===== src/logic/hfh_defines.svh =====
`ifndef HFH_DEFINES_SVH
`define HFH_DEFINES_SVH
// Device register addresses on the host link
`define HFH_A_RXCNT  8'h00
`define HFH_A_RXFIFO 8'h01
`define HFH_A_RXRT   8'h02
`define HFH_A_RXLAT  8'h03
`define HFH_A_RXMSK  8'h04
`define HFH_A_RXWM   8'h05
`define HFH_A_TC1    8'h10
`define HFH_A_TBS    8'h11
`define HFH_A_TC2    8'h12
`define HFH_A_TXWM   8'h13
`define HFH_A_TXRT   8'h14
`define HFH_A_TXLAT  8'h15
`define HFH_A_TXMSK  8'h16
`define HFH_A_TXSPC  8'h17
`define HFH_A_TXFIFO 8'h18
// Field positions
`define HFH_RX_MEND  0
`define HFH_RX_HWM   1
`define HFH_RX_OVR   5
`define HFH_TX_MEND  0
`define HFH_TX_UDR   1
`define HFH_TX_LWM   2
`define HFH_TC1_EOM  2
`define HFH_TC1_RST  5
`define HFH_FIFO_FULL 7'h40
// Controller registers, AXI4-Lite byte addresses
`define HFH_R_CTRL   5'h00
`define HFH_R_TXCFG  5'h04
`define HFH_R_TXLEN  5'h08
`define HFH_R_TXDATA 5'h0c
`define HFH_R_RXDATA 5'h10
`define HFH_R_IST    5'h14
`define HFH_R_IMSK   5'h18
`define HFH_EV_TXDONE 0
`define HFH_EV_RESEND 1
`define HFH_EV_RXDONE 2
`define HFH_RESP_OKAY   2'b00
`define HFH_RESP_SLVERR 2'b10
`endif


===== src/logic/hfh_pkg.sv =====
`default_nettype none
package hfh_pkg;
  typedef enum logic [3:0] {
    HFH_IDLE  = 4'b0000,
    HFH_CFG   = 4'b0001,
    HFH_TMASK = 4'b0010,
    HFH_TSPC  = 4'b0011,
    HFH_TSPW  = 4'b0100,
    HFH_TPUSH = 4'b0101,
    HFH_TWAIT = 4'b0110,
    HFH_TLATW = 4'b0111,
    HFH_TDEC  = 4'b1000,
    HFH_RCNT  = 4'b1001,
    HFH_RCNTW = 4'b1010,
    HFH_RBYTE = 4'b1011,
    HFH_RBYW  = 4'b1100,
    HFH_RSTW  = 4'b1101
  } hfh_state_type;

  typedef struct packed {
    logic [63:0][8:0] rxm;
    logic [5:0]       rxw;
    logic [5:0]       rxr;
    logic [6:0]       rxn;
    logic             rxdrop;
    logic [63:0][8:0] txm;
    logic [5:0]       txw;
    logic [5:0]       txr;
    logic [6:0]       txn;
    logic [7:0]       rlat;
    logic [7:0]       rmask;
    logic [7:0]       rwm;
    logic [7:0]       runrd;
    logic [7:0]       rrtq;
    logic [7:0]       tlat;
    logic [7:0]       tmask;
    logic [7:0]       twm;
    logic [7:0]       tunrd;
    logic [7:0]       trtq;
    logic [7:0]       ctl1;
    logic [7:0]       bsup;
    logic [7:0]       ctl2;
    logic [7:0]       rdata;
    logic             rvalid;
    logic             irq_n;
    logic [7:0]       txb;
    logic             txl;
    logic             txv;
  } hfh_dev_type;

  typedef struct packed {
    hfh_state_type    st;
    logic [2:0]       sub;
    logic             awready;
    logic             wready;
    logic             arready;
    logic             awv;
    logic             wv;
    logic [4:0]       awa;
    logic [31:0]      wd;
    logic             bvalid;
    logic [1:0]       bresp;
    logic             rvalid;
    logic [31:0]      rdata;
    logic [1:0]       rresp;
    logic             irq;
    logic [31:0]      cfg;
    logic [6:0]       len;
    logic [63:0][7:0] buff;
    logic [5:0]       bwp;
    logic [6:0]       idx;
    logic [6:0]       navail;
    logic [6:0]       rxleft;
    logic [7:0]       rxcnt;
    logic [7:0]       rxbyte;
    logic [7:0]       rxst;
    logic [7:0]       tst;
    logic [2:0]       ist;
    logic [2:0]       imsk;
    logic [7:0]       laddr;
    logic [7:0]       lwd;
    logic             lwr;
    logic             lrd;
  } hfh_host_type;
endpackage
`default_nettype wire


===== src/logic/hfh_if.sv =====
`timescale 1ns/1ps
`default_nettype none
interface hfh_if;
  logic [7:0] addr;
  logic       wr;
  logic       rd;
  logic [7:0] wdata;
  logic [7:0] rdata;
  logic       rvalid;
  logic       irq_out_n;
  modport dev (input addr, input wr, input rd, input wdata, output rdata, output rvalid, output irq_out_n);
  modport host (output addr, output wr, output rd, output wdata, input rdata, input rvalid, input irq_out_n);
endinterface
`default_nettype wire


===== src/logic/hfh_host.sv =====
// Added by the designer: the AXI4-Lite interface to the registers and the register offsets.
`include "hfh_defines.svh"
`timescale 1ns/1ps
`default_nettype none
module hfh_host (
  input  wire logic        aclk,
  input  wire logic        aresetn,
  hfh_if.host              bus,
  input  wire logic [31:0] awaddr,
  input  wire logic        awvalid,
  output var  logic        awready,
  input  wire logic [31:0] wdata,
  input  wire logic [3:0]  wstrb,
  input  wire logic        wvalid,
  output var  logic        wready,
  output var  logic [1:0]  bresp,
  output var  logic        bvalid,
  input  wire logic        bready,
  input  wire logic [31:0] araddr,
  input  wire logic        arvalid,
  output var  logic        arready,
  output var  logic [31:0] rdata,
  output var  logic [1:0]  rresp,
  output var  logic        rvalid,
  input  wire logic        rready,
  output var  logic        irq
);
  hfh_pkg::hfh_host_type s;
  hfh_pkg::hfh_host_type n;

  always_comb begin
    logic       gtx;
    logic       grx;
    logic [2:0] ev;
    logic [2:0] clr;
    n     = s;
    gtx   = 1'b0;
    grx   = 1'b0;
    ev    = 3'h0;
    clr   = 3'h0;
    n.lwr = 1'b0;
    n.lrd = 1'b0;
    if (awvalid && s.awready) begin
      n.awa = awaddr[4:0];
      n.awv = 1'b1;
    end
    if (wvalid && s.wready) begin
      n.wd = wdata;
      n.wv = 1'b1;
    end
    if (bready && s.bvalid) begin
      n.bvalid = 1'b0;
    end
    // Byte strobes ignored: every register is written as a whole word
    if (s.awv && s.wv && !s.bvalid) begin
      n.awv    = 1'b0;
      n.wv     = 1'b0;
      n.bvalid = 1'b1;
      n.bresp  = `HFH_RESP_OKAY;
      if (s.awa == `HFH_R_CTRL) begin
        gtx = s.wd[0];
        grx = s.wd[1];
        if (s.wd[2]) begin
          n.bwp = 6'h00;
        end
      end else if (s.awa == `HFH_R_TXCFG) begin
        n.cfg = s.wd;
      end else if (s.awa == `HFH_R_TXLEN) begin
        n.len = s.wd[6:0];
      end else if (s.awa == `HFH_R_TXDATA) begin
        n.buff[s.bwp] = s.wd[7:0];
        n.bwp = s.bwp + 6'h01;
      end else if (s.awa == `HFH_R_IST) begin
        clr = s.wd[2:0];
      end else if (s.awa == `HFH_R_IMSK) begin
        n.imsk = s.wd[2:0];
      end else begin
        n.bresp = `HFH_RESP_SLVERR;
      end
    end
    if (s.rvalid && rready) begin
      n.rvalid = 1'b0;
    end
    if (arvalid && s.arready) begin
      n.rvalid = 1'b1;
      n.rresp  = `HFH_RESP_OKAY;
      if (araddr[4:0] == `HFH_R_CTRL) begin
        n.rdata = {16'h0000, s.rxcnt, 7'h00, s.st != hfh_pkg::HFH_IDLE};
      end else if (araddr[4:0] == `HFH_R_TXCFG) begin
        n.rdata = s.cfg;
      end else if (araddr[4:0] == `HFH_R_TXLEN) begin
        n.rdata = {25'h0000000, s.len};
      end else if (araddr[4:0] == `HFH_R_TXDATA) begin
        n.rdata = {26'h0000000, s.bwp};
      end else if (araddr[4:0] == `HFH_R_RXDATA) begin
        n.rdata = {8'h00, s.tst, s.rxst, s.rxbyte};
      end else if (araddr[4:0] == `HFH_R_IST) begin
        n.rdata = {29'h00000000, s.ist};
      end else if (araddr[4:0] == `HFH_R_IMSK) begin
        n.rdata = {29'h00000000, s.imsk};
      end else begin
        n.rdata = 32'h00000000;
        n.rresp = `HFH_RESP_SLVERR;
      end
    end
    n.awready = ~n.awv;
    n.wready  = ~n.wv;
    n.arready = ~n.rvalid;

    case (s.st)
      hfh_pkg::HFH_IDLE: begin
        if (gtx && s.len != 7'h00) begin
          n.st  = hfh_pkg::HFH_CFG;
          n.sub = 3'h0;
          n.idx = 7'h00;
        end else if (grx) begin
          n.st = hfh_pkg::HFH_RCNT;
        end
      end
      hfh_pkg::HFH_CFG: begin
        // Setup writes first, transmit path reset last
        n.lwr = 1'b1;
        n.sub = s.sub + 3'h1;
        case (s.sub)
          3'h0: begin
            n.laddr = `HFH_A_TC1;
            n.lwd   = s.cfg[7:0] & 8'hdb;
          end
          3'h1: begin
            n.laddr = `HFH_A_TBS;
            n.lwd   = s.cfg[15:8];
          end
          3'h2: begin
            n.laddr = `HFH_A_TC2;
            n.lwd   = s.cfg[23:16];
          end
          3'h3: begin
            n.laddr = `HFH_A_TXWM;
            n.lwd   = s.cfg[31:24];
          end
          default: begin
            n.laddr = `HFH_A_TC1;
            n.lwd   = (s.cfg[7:0] & 8'hdb) | 8'h20;
            n.st    = hfh_pkg::HFH_TMASK;
          end
        endcase
      end
      hfh_pkg::HFH_TMASK: begin
        n.lwr   = 1'b1;
        n.laddr = `HFH_A_TXMSK;
        n.lwd   = 8'h01;
        n.st    = hfh_pkg::HFH_TSPC;
      end
      hfh_pkg::HFH_TSPC: begin
        n.lrd   = 1'b1;
        n.laddr = `HFH_A_TXSPC;
        n.st    = hfh_pkg::HFH_TSPW;
      end
      hfh_pkg::HFH_TSPW: begin
        if (bus.rvalid) begin
          n.navail = bus.rdata[6:0];
          n.sub    = 3'h0;
          n.st     = hfh_pkg::HFH_TPUSH;
        end
      end
      hfh_pkg::HFH_TPUSH: begin
        if (s.idx == s.len) begin
          n.st = hfh_pkg::HFH_TWAIT;
        end else if (s.navail == 7'h00) begin
          n.st = hfh_pkg::HFH_TSPC;
        end else if (s.idx == s.len - 7'h01 && s.sub == 3'h0) begin
          n.lwr   = 1'b1;
          n.laddr = `HFH_A_TC1;
          n.lwd   = (s.cfg[7:0] & 8'hdb) | 8'h04;
          n.sub   = 3'h1;
        end else begin
          n.lwr    = 1'b1;
          n.laddr  = `HFH_A_TXFIFO;
          n.lwd    = s.buff[s.idx[5:0]];
          n.idx    = s.idx + 7'h01;
          n.navail = s.navail - 7'h01;
        end
      end
      hfh_pkg::HFH_TWAIT: begin
        if (!bus.irq_out_n) begin
          n.lrd   = 1'b1;
          n.laddr = `HFH_A_TXLAT;
          n.st    = hfh_pkg::HFH_TLATW;
        end
      end
      hfh_pkg::HFH_TLATW: begin
        if (bus.rvalid) begin
          n.tst   = bus.rdata;
          n.lwr   = 1'b1;
          n.laddr = `HFH_A_TXLAT;
          n.lwd   = bus.rdata;
          n.st    = hfh_pkg::HFH_TDEC;
        end
      end
      hfh_pkg::HFH_TDEC: begin
        if (s.tst[`HFH_TX_UDR]) begin
          ev[`HFH_EV_RESEND] = 1'b1;
          n.st  = hfh_pkg::HFH_CFG;
          n.sub = 3'h0;
          n.idx = 7'h00;
        end else begin
          n.lwr   = 1'b1;
          n.laddr = `HFH_A_TXMSK;
          n.lwd   = 8'h00;
          ev[`HFH_EV_TXDONE] = 1'b1;
          n.st = hfh_pkg::HFH_IDLE;
        end
      end
      hfh_pkg::HFH_RCNT: begin
        n.lrd   = 1'b1;
        n.laddr = `HFH_A_RXCNT;
        n.st    = hfh_pkg::HFH_RCNTW;
      end
      hfh_pkg::HFH_RCNTW: begin
        if (bus.rvalid) begin
          n.rxcnt  = bus.rdata;
          n.rxleft = bus.rdata[6:0];
          n.st     = hfh_pkg::HFH_RBYTE;
        end
      end
      hfh_pkg::HFH_RBYTE: begin
        if (s.rxleft != 7'h00) begin
          n.lrd   = 1'b1;
          n.laddr = `HFH_A_RXFIFO;
          n.st    = hfh_pkg::HFH_RBYW;
        end else if (s.rxcnt[7]) begin
          ev[`HFH_EV_RXDONE] = 1'b1;
          n.st = hfh_pkg::HFH_IDLE;
        end else begin
          n.lrd   = 1'b1;
          n.laddr = `HFH_A_RXLAT;
          n.st    = hfh_pkg::HFH_RSTW;
        end
      end
      hfh_pkg::HFH_RBYW: begin
        if (bus.rvalid) begin
          n.rxbyte = bus.rdata;
          n.rxleft = s.rxleft - 7'h01;
          n.st     = hfh_pkg::HFH_RBYTE;
        end
      end
      hfh_pkg::HFH_RSTW: begin
        if (bus.rvalid) begin
          n.rxst  = bus.rdata;
          n.lwr   = 1'b1;
          n.laddr = `HFH_A_RXLAT;
          n.lwd   = bus.rdata;
          ev[`HFH_EV_RXDONE] = 1'b1;
          n.st = hfh_pkg::HFH_IDLE;
        end
      end
      default: begin
        n.st = hfh_pkg::HFH_IDLE;
      end
    endcase
    n.ist = (s.ist & ~clr) | ev;
    n.irq = |(n.ist & n.imsk);
  end

  always_ff @(posedge aclk) begin
    if (!aresetn) begin
      s <= '0;
    end else begin
      s <= n;
    end
  end

  assign bus.addr  = s.laddr;
  assign bus.wr    = s.lwr;
  assign bus.rd    = s.lrd;
  assign bus.wdata = s.lwd;
  assign awready   = s.awready;
  assign wready    = s.wready;
  assign bresp     = s.bresp;
  assign bvalid    = s.bvalid;
  assign arready   = s.arready;
  assign rdata     = s.rdata;
  assign rresp     = s.rresp;
  assign rvalid    = s.rvalid;
  assign irq       = s.irq;
endmodule
`default_nettype wire


===== src/flat_wrapper.sv =====
// flat-port wrapper written by rule: the top's interface ports become plain ports
module hfh_host_flat 
  (aclk, aresetn, awaddr, awvalid, awready, wdata, wstrb, wvalid, wready, bresp, bvalid, bready, araddr, arvalid, arready, rdata, rresp, rvalid, rready, irq, bus_addr, bus_wr, bus_rd, bus_wdata, bus_rdata, bus_rvalid, bus_irq_out_n);
  hfh_if bus_i ();
  input  wire logic aclk;
  input  wire logic aresetn;
  input  wire logic [31:0] awaddr;
  input  wire logic awvalid;
  output var  logic awready;
  input  wire logic [31:0] wdata;
  input  wire logic [3:0] wstrb;
  input  wire logic wvalid;
  output var  logic wready;
  output var  logic [1:0] bresp;
  output var  logic bvalid;
  input  wire logic bready;
  input  wire logic [31:0] araddr;
  input  wire logic arvalid;
  output var  logic arready;
  output var  logic [31:0] rdata;
  output var  logic [1:0] rresp;
  output var  logic rvalid;
  input  wire logic rready;
  output var  logic irq;
  output wire logic [$bits(bus_i.addr)-1:0] bus_addr;
  output wire logic [$bits(bus_i.wr)-1:0] bus_wr;
  output wire logic [$bits(bus_i.rd)-1:0] bus_rd;
  output wire logic [$bits(bus_i.wdata)-1:0] bus_wdata;
  input wire logic [$bits(bus_i.rdata)-1:0] bus_rdata;
  input wire logic [$bits(bus_i.rvalid)-1:0] bus_rvalid;
  input wire logic [$bits(bus_i.irq_out_n)-1:0] bus_irq_out_n;
  assign bus_addr = bus_i.addr;
  assign bus_wr = bus_i.wr;
  assign bus_rd = bus_i.rd;
  assign bus_wdata = bus_i.wdata;
  assign bus_i.rdata = bus_rdata;
  assign bus_i.rvalid = bus_rvalid;
  assign bus_i.irq_out_n = bus_irq_out_n;
  hfh_host u_core (.aclk(aclk), .aresetn(aresetn), .bus(bus_i), .awaddr(awaddr), .awvalid(awvalid), .awready(awready), .wdata(wdata), .wstrb(wstrb), .wvalid(wvalid), .wready(wready), .bresp(bresp), .bvalid(bvalid), .bready(bready), .araddr(araddr), .arvalid(arvalid), .arready(arready), .rdata(rdata), .rresp(rresp), .rvalid(rvalid), .rready(rready), .irq(irq));
endmodule

===== config.mk =====
export PLATFORM = sky130hd
export DESIGN_NAME = hfh_host_flat
export DESIGN_NICKNAME = d
export VERILOG_FILES = /design/src/logic/hfh_pkg.sv /design/src/logic/hfh_if.sv /design/src/logic/hfh_host.sv /design/src/flat_wrapper.sv
export VERILOG_INCLUDE_DIRS = /design/src /design/src/logic
export SDC_FILE = /design/constraint.sdc
export NUM_CORES = 2
export LEC_CHECK = 0
export ABC_AREA = 0
export BUFFER_PORTS_ARGS = -buffer_cell sky130_fd_sc_hd__buf_2
export CORE_ASPECT_RATIO = 2
export CORE_UTILIZATION = 28
export DETAILED_ROUTE_END_ITERATION = 12
export GPL_TIMING_DRIVEN = 1
export SYNTH_ARGS = -nofsm -noshare
export SYNTH_HDL_FRONTEND = slang
export SYNTH_SLANG_ARGS = --single-unit

===== constraint.sdc =====
create_clock -name aclk -period 6.96 [get_ports aclk]
set_clock_uncertainty 0.2 [all_clocks]
set_input_delay 0.696 -clock aclk [delete_from_list [all_inputs] [get_ports aclk]]
set_output_delay 0.696 -clock aclk [all_outputs]
set_load 0.01 [all_outputs]

After elaboration in Yosys (flattened, before gate mapping)
Cells that the tools add are included.
Word-level totals
  logic and storage cells: 318
  output and inout port bits: 60
  input bits: 117
  bits in registers: 722
Operators by class
  reductions and logical operators: 46
  bitwise logic cells: 10
  magnitude comparators: 3
  mux-type cells: 108
  eq/ne operators: 50
  $add $sub $neg: 6
Operator list (count)
  bitwise mux 512 bit: 1
  2-to-1 mux 32 bit: 6
  2-to-1 mux 17 bit: 5
  one-hot mux 8 bit (10 select lines): 1
  2-to-1 mux 3 bit: 20
  one-hot mux 9 bit (6 select lines): 1
  one-hot mux 4 bit (13 select lines): 1
  binary-select mux 8 bit (select 6 bit): 1
  demux 8 bit (select 6 bit): 1
  2-to-1 mux 4 bit: 11
  2-to-1 mux 14 bit: 3
  2-to-1 mux 8 bit: 5
  one-hot mux 10 bit (4 select lines): 1
  2-to-1 mux 35 bit: 1
  2-to-1 mux 7 bit: 5
  2-to-1 mux 2 bit: 15
  2-to-1 mux 6 bit: 5
  one-hot mux 7 bit (2 select lines): 2
  equality test 5 bit, second input constant: 5
  equality test 4 bit, second input constant: 6
  != test 2 bit, second input constant: 11
  one-hot mux 7 bit (3 select lines): 1
  subtractor 7 x 1 -> 7 bit, second input constant: 3
  equality test 5 x 4 -> 1 bit, second input constant: 4
  48 further kinds: 108

Logic depth before layout (Yosys ltp)
  depth in word-level cells: 12
  mapped depth: 12
  mapped depth without buffers: 9

Least setup slack after synthesis
No wires, ideal clock.
  path type: reg2reg
  start point: register u_core.s[595] (netlist name)
  end point: register u_core.s, in the netlist u_core.bus.wdata[7]
  library setup time: 0.122 ns
  data required time: 6.638 ns
  cell stages (with the launch flop): 11
  buffers on the path: 1
  setup slack: 4.316 ns
  clock period less this slack: 2.644 ns
  arrival time: 2.322 ns
  cell sequence: dfxtp_1 -> inv_1 -> ha_1 -> nand2b_1 -> o211a_1 -> o31a_1 -> or3_1 -> clkbuf_1 -> o21a_1 -> a311o_1 -> o311a_1
Between the ends
  cells in the longest elaborated chain, start to end: 7
  elaborated cells on any way between the ends: 10
  those cells by class: add/sub (1); eq/ne (3); mux (4); reduce/logical (2)
RTL lines
  start, declared: line hfh_host.sv:28  | hfh_pkg::hfh_host_type s;
  start signal, assigned: line hfh_host.sv:269  | s <= n;
  subtractor 7 x 1 -> 7 bit: line hfh_host.sv:171  | end else if (s.idx == s.len - 7'h01 && s.sub == 3'h0) begin
  equality test 7 bit: line hfh_host.sv:171
  logical AND 1 bit: line hfh_host.sv:171
  2-to-1 mux 13 bit: line hfh_host.sv:171
  2-to-1 mux 17 bit: line hfh_host.sv:169  | end else if (s.navail == 7'h00) begin
  2-to-1 mux 17 bit: line hfh_host.sv:167  | if (s.idx == s.len) begin
  one-hot mux 9 bit (6 select lines): line hfh_host.sv:110  | case (s.st)
Parallel ways exist; a longest one is shown, timed or not. The select of a mux whose other input is x is not followed.
A chain may end at the register's enable or synchronous reset.

Final worst setup path
  start point: register u_core.s[70] (netlist name)
  end point: register u_core.s, in the netlist u_core.bus.wdata[7]
Between the ends
  cells in the longest elaborated chain, start to end: 6
  elaborated cells on any way between the ends: 11
  those cells by class: eq/ne (3); mux (6); reduce/logical (2)
RTL lines (line)
  binary-select mux 8 bit (select 6 bit) / equality test 7 bit (equally long branches): hfh_host.sv:179, hfh_host.sv:171
  2-to-1 mux 8 bit (not written as such) / logical AND 1 bit (equally long branches): hfh_host.sv:179, hfh_host.sv:171
  2-to-1 mux 13 bit: hfh_host.sv:171
  2-to-1 mux 17 bit: hfh_host.sv:169
  2-to-1 mux 17 bit: hfh_host.sv:167
  one-hot mux 9 bit (6 select lines): hfh_host.sv:110
Parallel ways exist; a longest one is shown, timed or not. The select of a mux whose other input is x is not followed.

==> results.md <==
- Crit share post-route: 0.580
- Yosys warning total: 0
- Worst-path clk slew: about 0.08 ns
- Seq pwr share: 0.483
- Gr ovfl total: 0
- Setup_tns: 0 ns
- Post-DP HPWL: around 70 mm
- Setup WS pre-CTS: ~3 ns
- WP buf/inv: 1
- FP Rows: ~180
- Critical Path AT: roughly 4.3 ns
- Largest net degree at the start of global routing: between 200 and 250
- Cell Pwr Density: approximately 240 nW/um^2
- First-pass GRT wire length: 160 mm
- Main synth FF type: dfxtp_1
- Pint: around 6.5 mW
- Delay-heaviest family, CP: multiplexers
- GR Util All Layers: 0.172
- CTS buffer count: between 50 and 60
- Setup crit end kind: flop
- Sequential area share after synthesis: 0.438
- Total number of vias: about 27000
- Rel. slew slack: 0.162
- FF-to-FF End: u_core.bus.wdata[7]
- Mapped Cells: around 3800
- Hold path start: wdata[4]
- Maximum capacitance violations: 0
- RSZ-0062 raised after global routing: no
- Die area: about 120000 sq um
- Crit start category: flop
- Worst Max-Slew Pin Slew: roughly 1.3 ns
- Clock sinks: 717
- Worst VDD drop: 0.223 mV
- Initial Util: 0.282
- DR vias/cell: roughly 5.3
- CTS Hold Bufs: 0
- Crit-path max FO: 35
- Routed Antenna Nets: 0
- WS Path Type: reg2reg
- GP Congestion: roughly 0.92
- Async set-reset flop share out of synthesis: 0
- Max Slew Vio Count: 0
- First drt pass iteration count: 6
- Status: finished, final reports clean
- Post-synth EDFFs: 0
- CTS max path bufs: 3
- Setup bufs post-CTS: 0
- Yosys reg bits: a little over 700
- Synth cell types: between 80 and 90
- Core Region: between 100000 and 150000 sq um
- Setup slack, reg-to-reg: around 2.9 ns
- Final hold violation count: 0
- Share of cells above drive strength 1: 0.130
- Reg2reg start: u_core.s[70]
- CP peak stage delay: roughly 0.85 ns
- Layout net count: about 3700
- Initial antenna violation count: 1
- Clock power share: 0.421
- Clock latency at the later pin of the worst-skew pair: around 0.67 ns
- Final WL: around 100 mm
- CTS HTree Levels: 2
- Hold depth: 3
- Switching Fraction: 0.263
- Root buf cell: clkbuf_16
- Reg2reg path depth: 7
- Final setup fails: 0
- Leakage: between 10 and 15 nW
- Final worst slack: ~3 ns
- Die width: between 200 and 250 microns
- Sw power: roughly 2.3 mW
- F_max: 248 MHz
- I/O pin cnt: 177
- CP max-delay cell: dfxtp_4
- Post-Syn Area per Cell: between 8 and 9 sq um
- Routed length per instance: a little over 20 microns
- Synth-to-layout area growth: 10.3%
- Die Y: 486 microns
- Comb pwr share: 0.096
- WHS Endpoint: u_core.s[677]
- Synth Cell Area: 32800 sq um
- CP Cell Sequence: buf_4 -> mux4_2 -> mux4_2 -> nand2_1 -> o2111ai_1 -> o221a_1 -> o311a_1
- Vias in the first global route: ~26000
- Port bufs: about 110
- Final min period: between 4 and 5 ns
- Most frequent CP cell: mux4_2
- PostCTS Resize Cnt: 0
- DR DRC count: 0
- CTS tree: yes
- Hold Path Class: in2reg
- Initial DRC Count: roughly 1800
- Worst Path Required: between 7 and 8 ns
area by class of cell:
cell class | count | area, sq um
Clock buffer | 80 | 1700
Fill cell | 12100 | 79900
Timing Repair Buffer | 158 | 1020
Multi-Input combinational cell | 2633 | 16600
Clock inverter | 29 | 437
Inverter | 28 | 113
Antenna cell | 1 | 2.50
Sequential cell | 717 | 14400
Tap cell | 1521 | 1900
per-layer routing:
layer	routed length, microns	global-route usage	vias up	part of all wire
met2	55200	0.321	898	0.53
met5	0	0	-	0
met3	4330	0.0158	289	0.041
met4	8810	0.134	0	0.084
li1	-	-	12800	-
met1	36600	0.174	13200	0.35
flip-flops by register name, summed over array words and instances, names as in the netlist:
name / flops
u_core.s: 662
u_core.rdata: 32
u_core.bus.wdata: 8
u_core.bus.addr: 5
u_core.arready: 1
u_core.awready: 1
u_core.bresp: 1
u_core.bus.rd: 1
u_core.bus.wr: 1
u_core.bvalid: 1
u_core.irq: 1
u_core.rresp: 1
u_core.rvalid: 1
u_core.wready: 1
cells in the mapped netlist (all sizes together), types with 9 or more instances:
cell,count,area [sq um]
a211oi,16,120
a21oi,497,2490
a221oi,30,263
a22oi,16,120
a31oi,15,93.8
buf,153,911
clkbuf,232,872
dfxtp,717,14400
ha,12,150
inv,26,97.6
mux2,21,236
mux2i,240,2400
mux4,128,2880
nand2,626,2350
nand2b,17,106
nand3,365,1830
nor2,335,1320
nor2b,18,113
nor3,50,260
nor4,13,93.8
o21ai,57,285
o22ai,9,56.3
xnor2,9,78.8
worst reg2reg max path, delay by kind of cell (launching register included):
kind            cells  cell delay [ns]
mux                 2             1.14
compound gates      3             1.11
flops               1             0.85
buf+inv             1             0.53
simple gates        1             0.09
through the flow:
stage / instance area [sq um] / cells / power [mW] / util / hold slack [ns]
2_1_floorplan: 32800 / 3763 / 4.92 / - / 0.232
3_3_place_gp: 34000 / 5057 / 5.15 / 0.293 / 0.236
3_5_place_dp: 34000 / 5057 / 5.16 / 0.293 / 0.243
4_1_cts: 36100 / 5166 / 8.83 / 0.311 / 0.0574
5_1_grt: 36100 / 5167 / 9.07 / 0.311 / 0.0866
6_report: 36100 / 5167 / 8.77 / 0.311 / 0.0796
power by group through the flow:
stage               sequential (mW)  combinational [mW]  clock [mW]
finish                         4.24               0.845        3.69
global route                   4.24               0.912        3.91
CTS                            4.23               0.834        3.76
detailed placement             4.33               0.831           0
global placement               4.33               0.824           0
floorplan                      4.29               0.636           0
cell usage in the layout, fill, tap and decap left out, drive strengths merged, types with 8 or more instances in the layout:
cell type    n
a211oi      16
a21oi      497
a221oi      30
a222oi       8
a22oi       16
a31oi       15
and2         8
buf        158
bufinv       9
clkbuf      80
clkinv      13
dfxtp      717
ha          12
inv         32
mux2        21
mux2i      240
mux4       128
nand2      626
nand2b      17
nand3      365
nand4        8
nor2       335
nor2b       18
nor3        50
nor4        13
o211ai       8
o21ai       57
o22ai        9
xnor2        9
worst max-delay path by stage:
stage,startpoint,endpoint,slack [ns],cells after the start
final,u_core.s[70],u_core.bus.wdata[7],2.92,7
after global routing,u_core.s[70],u_core.bus.wdata[7],2.81,7
after CTS,u_core.s[70],u_core.bus.wdata[5],2.95,6
after detailed placement,u_core.s[70],u_core.bus.wdata[5],2.96,6
after global placement,u_core.s[70],u_core.bus.wdata[5],2.97,6
after floorplan,u_core.s[595],u_core.bus.wdata[7],4.32,10
cell families after synthesis:
| kind of cell | after synthesis | share of synthesized area |
|---|---|---|
| other | 1 | 0.000114 |
| AND/OR/NAND/NOR | 1492 | 0.200 |
| multiplexers | 389 | 0.169 |
| buffers and inverters | 413 | 0.0576 |
| flip-flops | 717 | 0.438 |
| XOR/XNOR | 16 | 0.00428 |
| AO/OA/AOI/OAI | 719 | 0.126 |
| adder cells (fa/ha/maj) | 12 | 0.00458 |
Note: power is estimated with default switching activity, not from simulation.
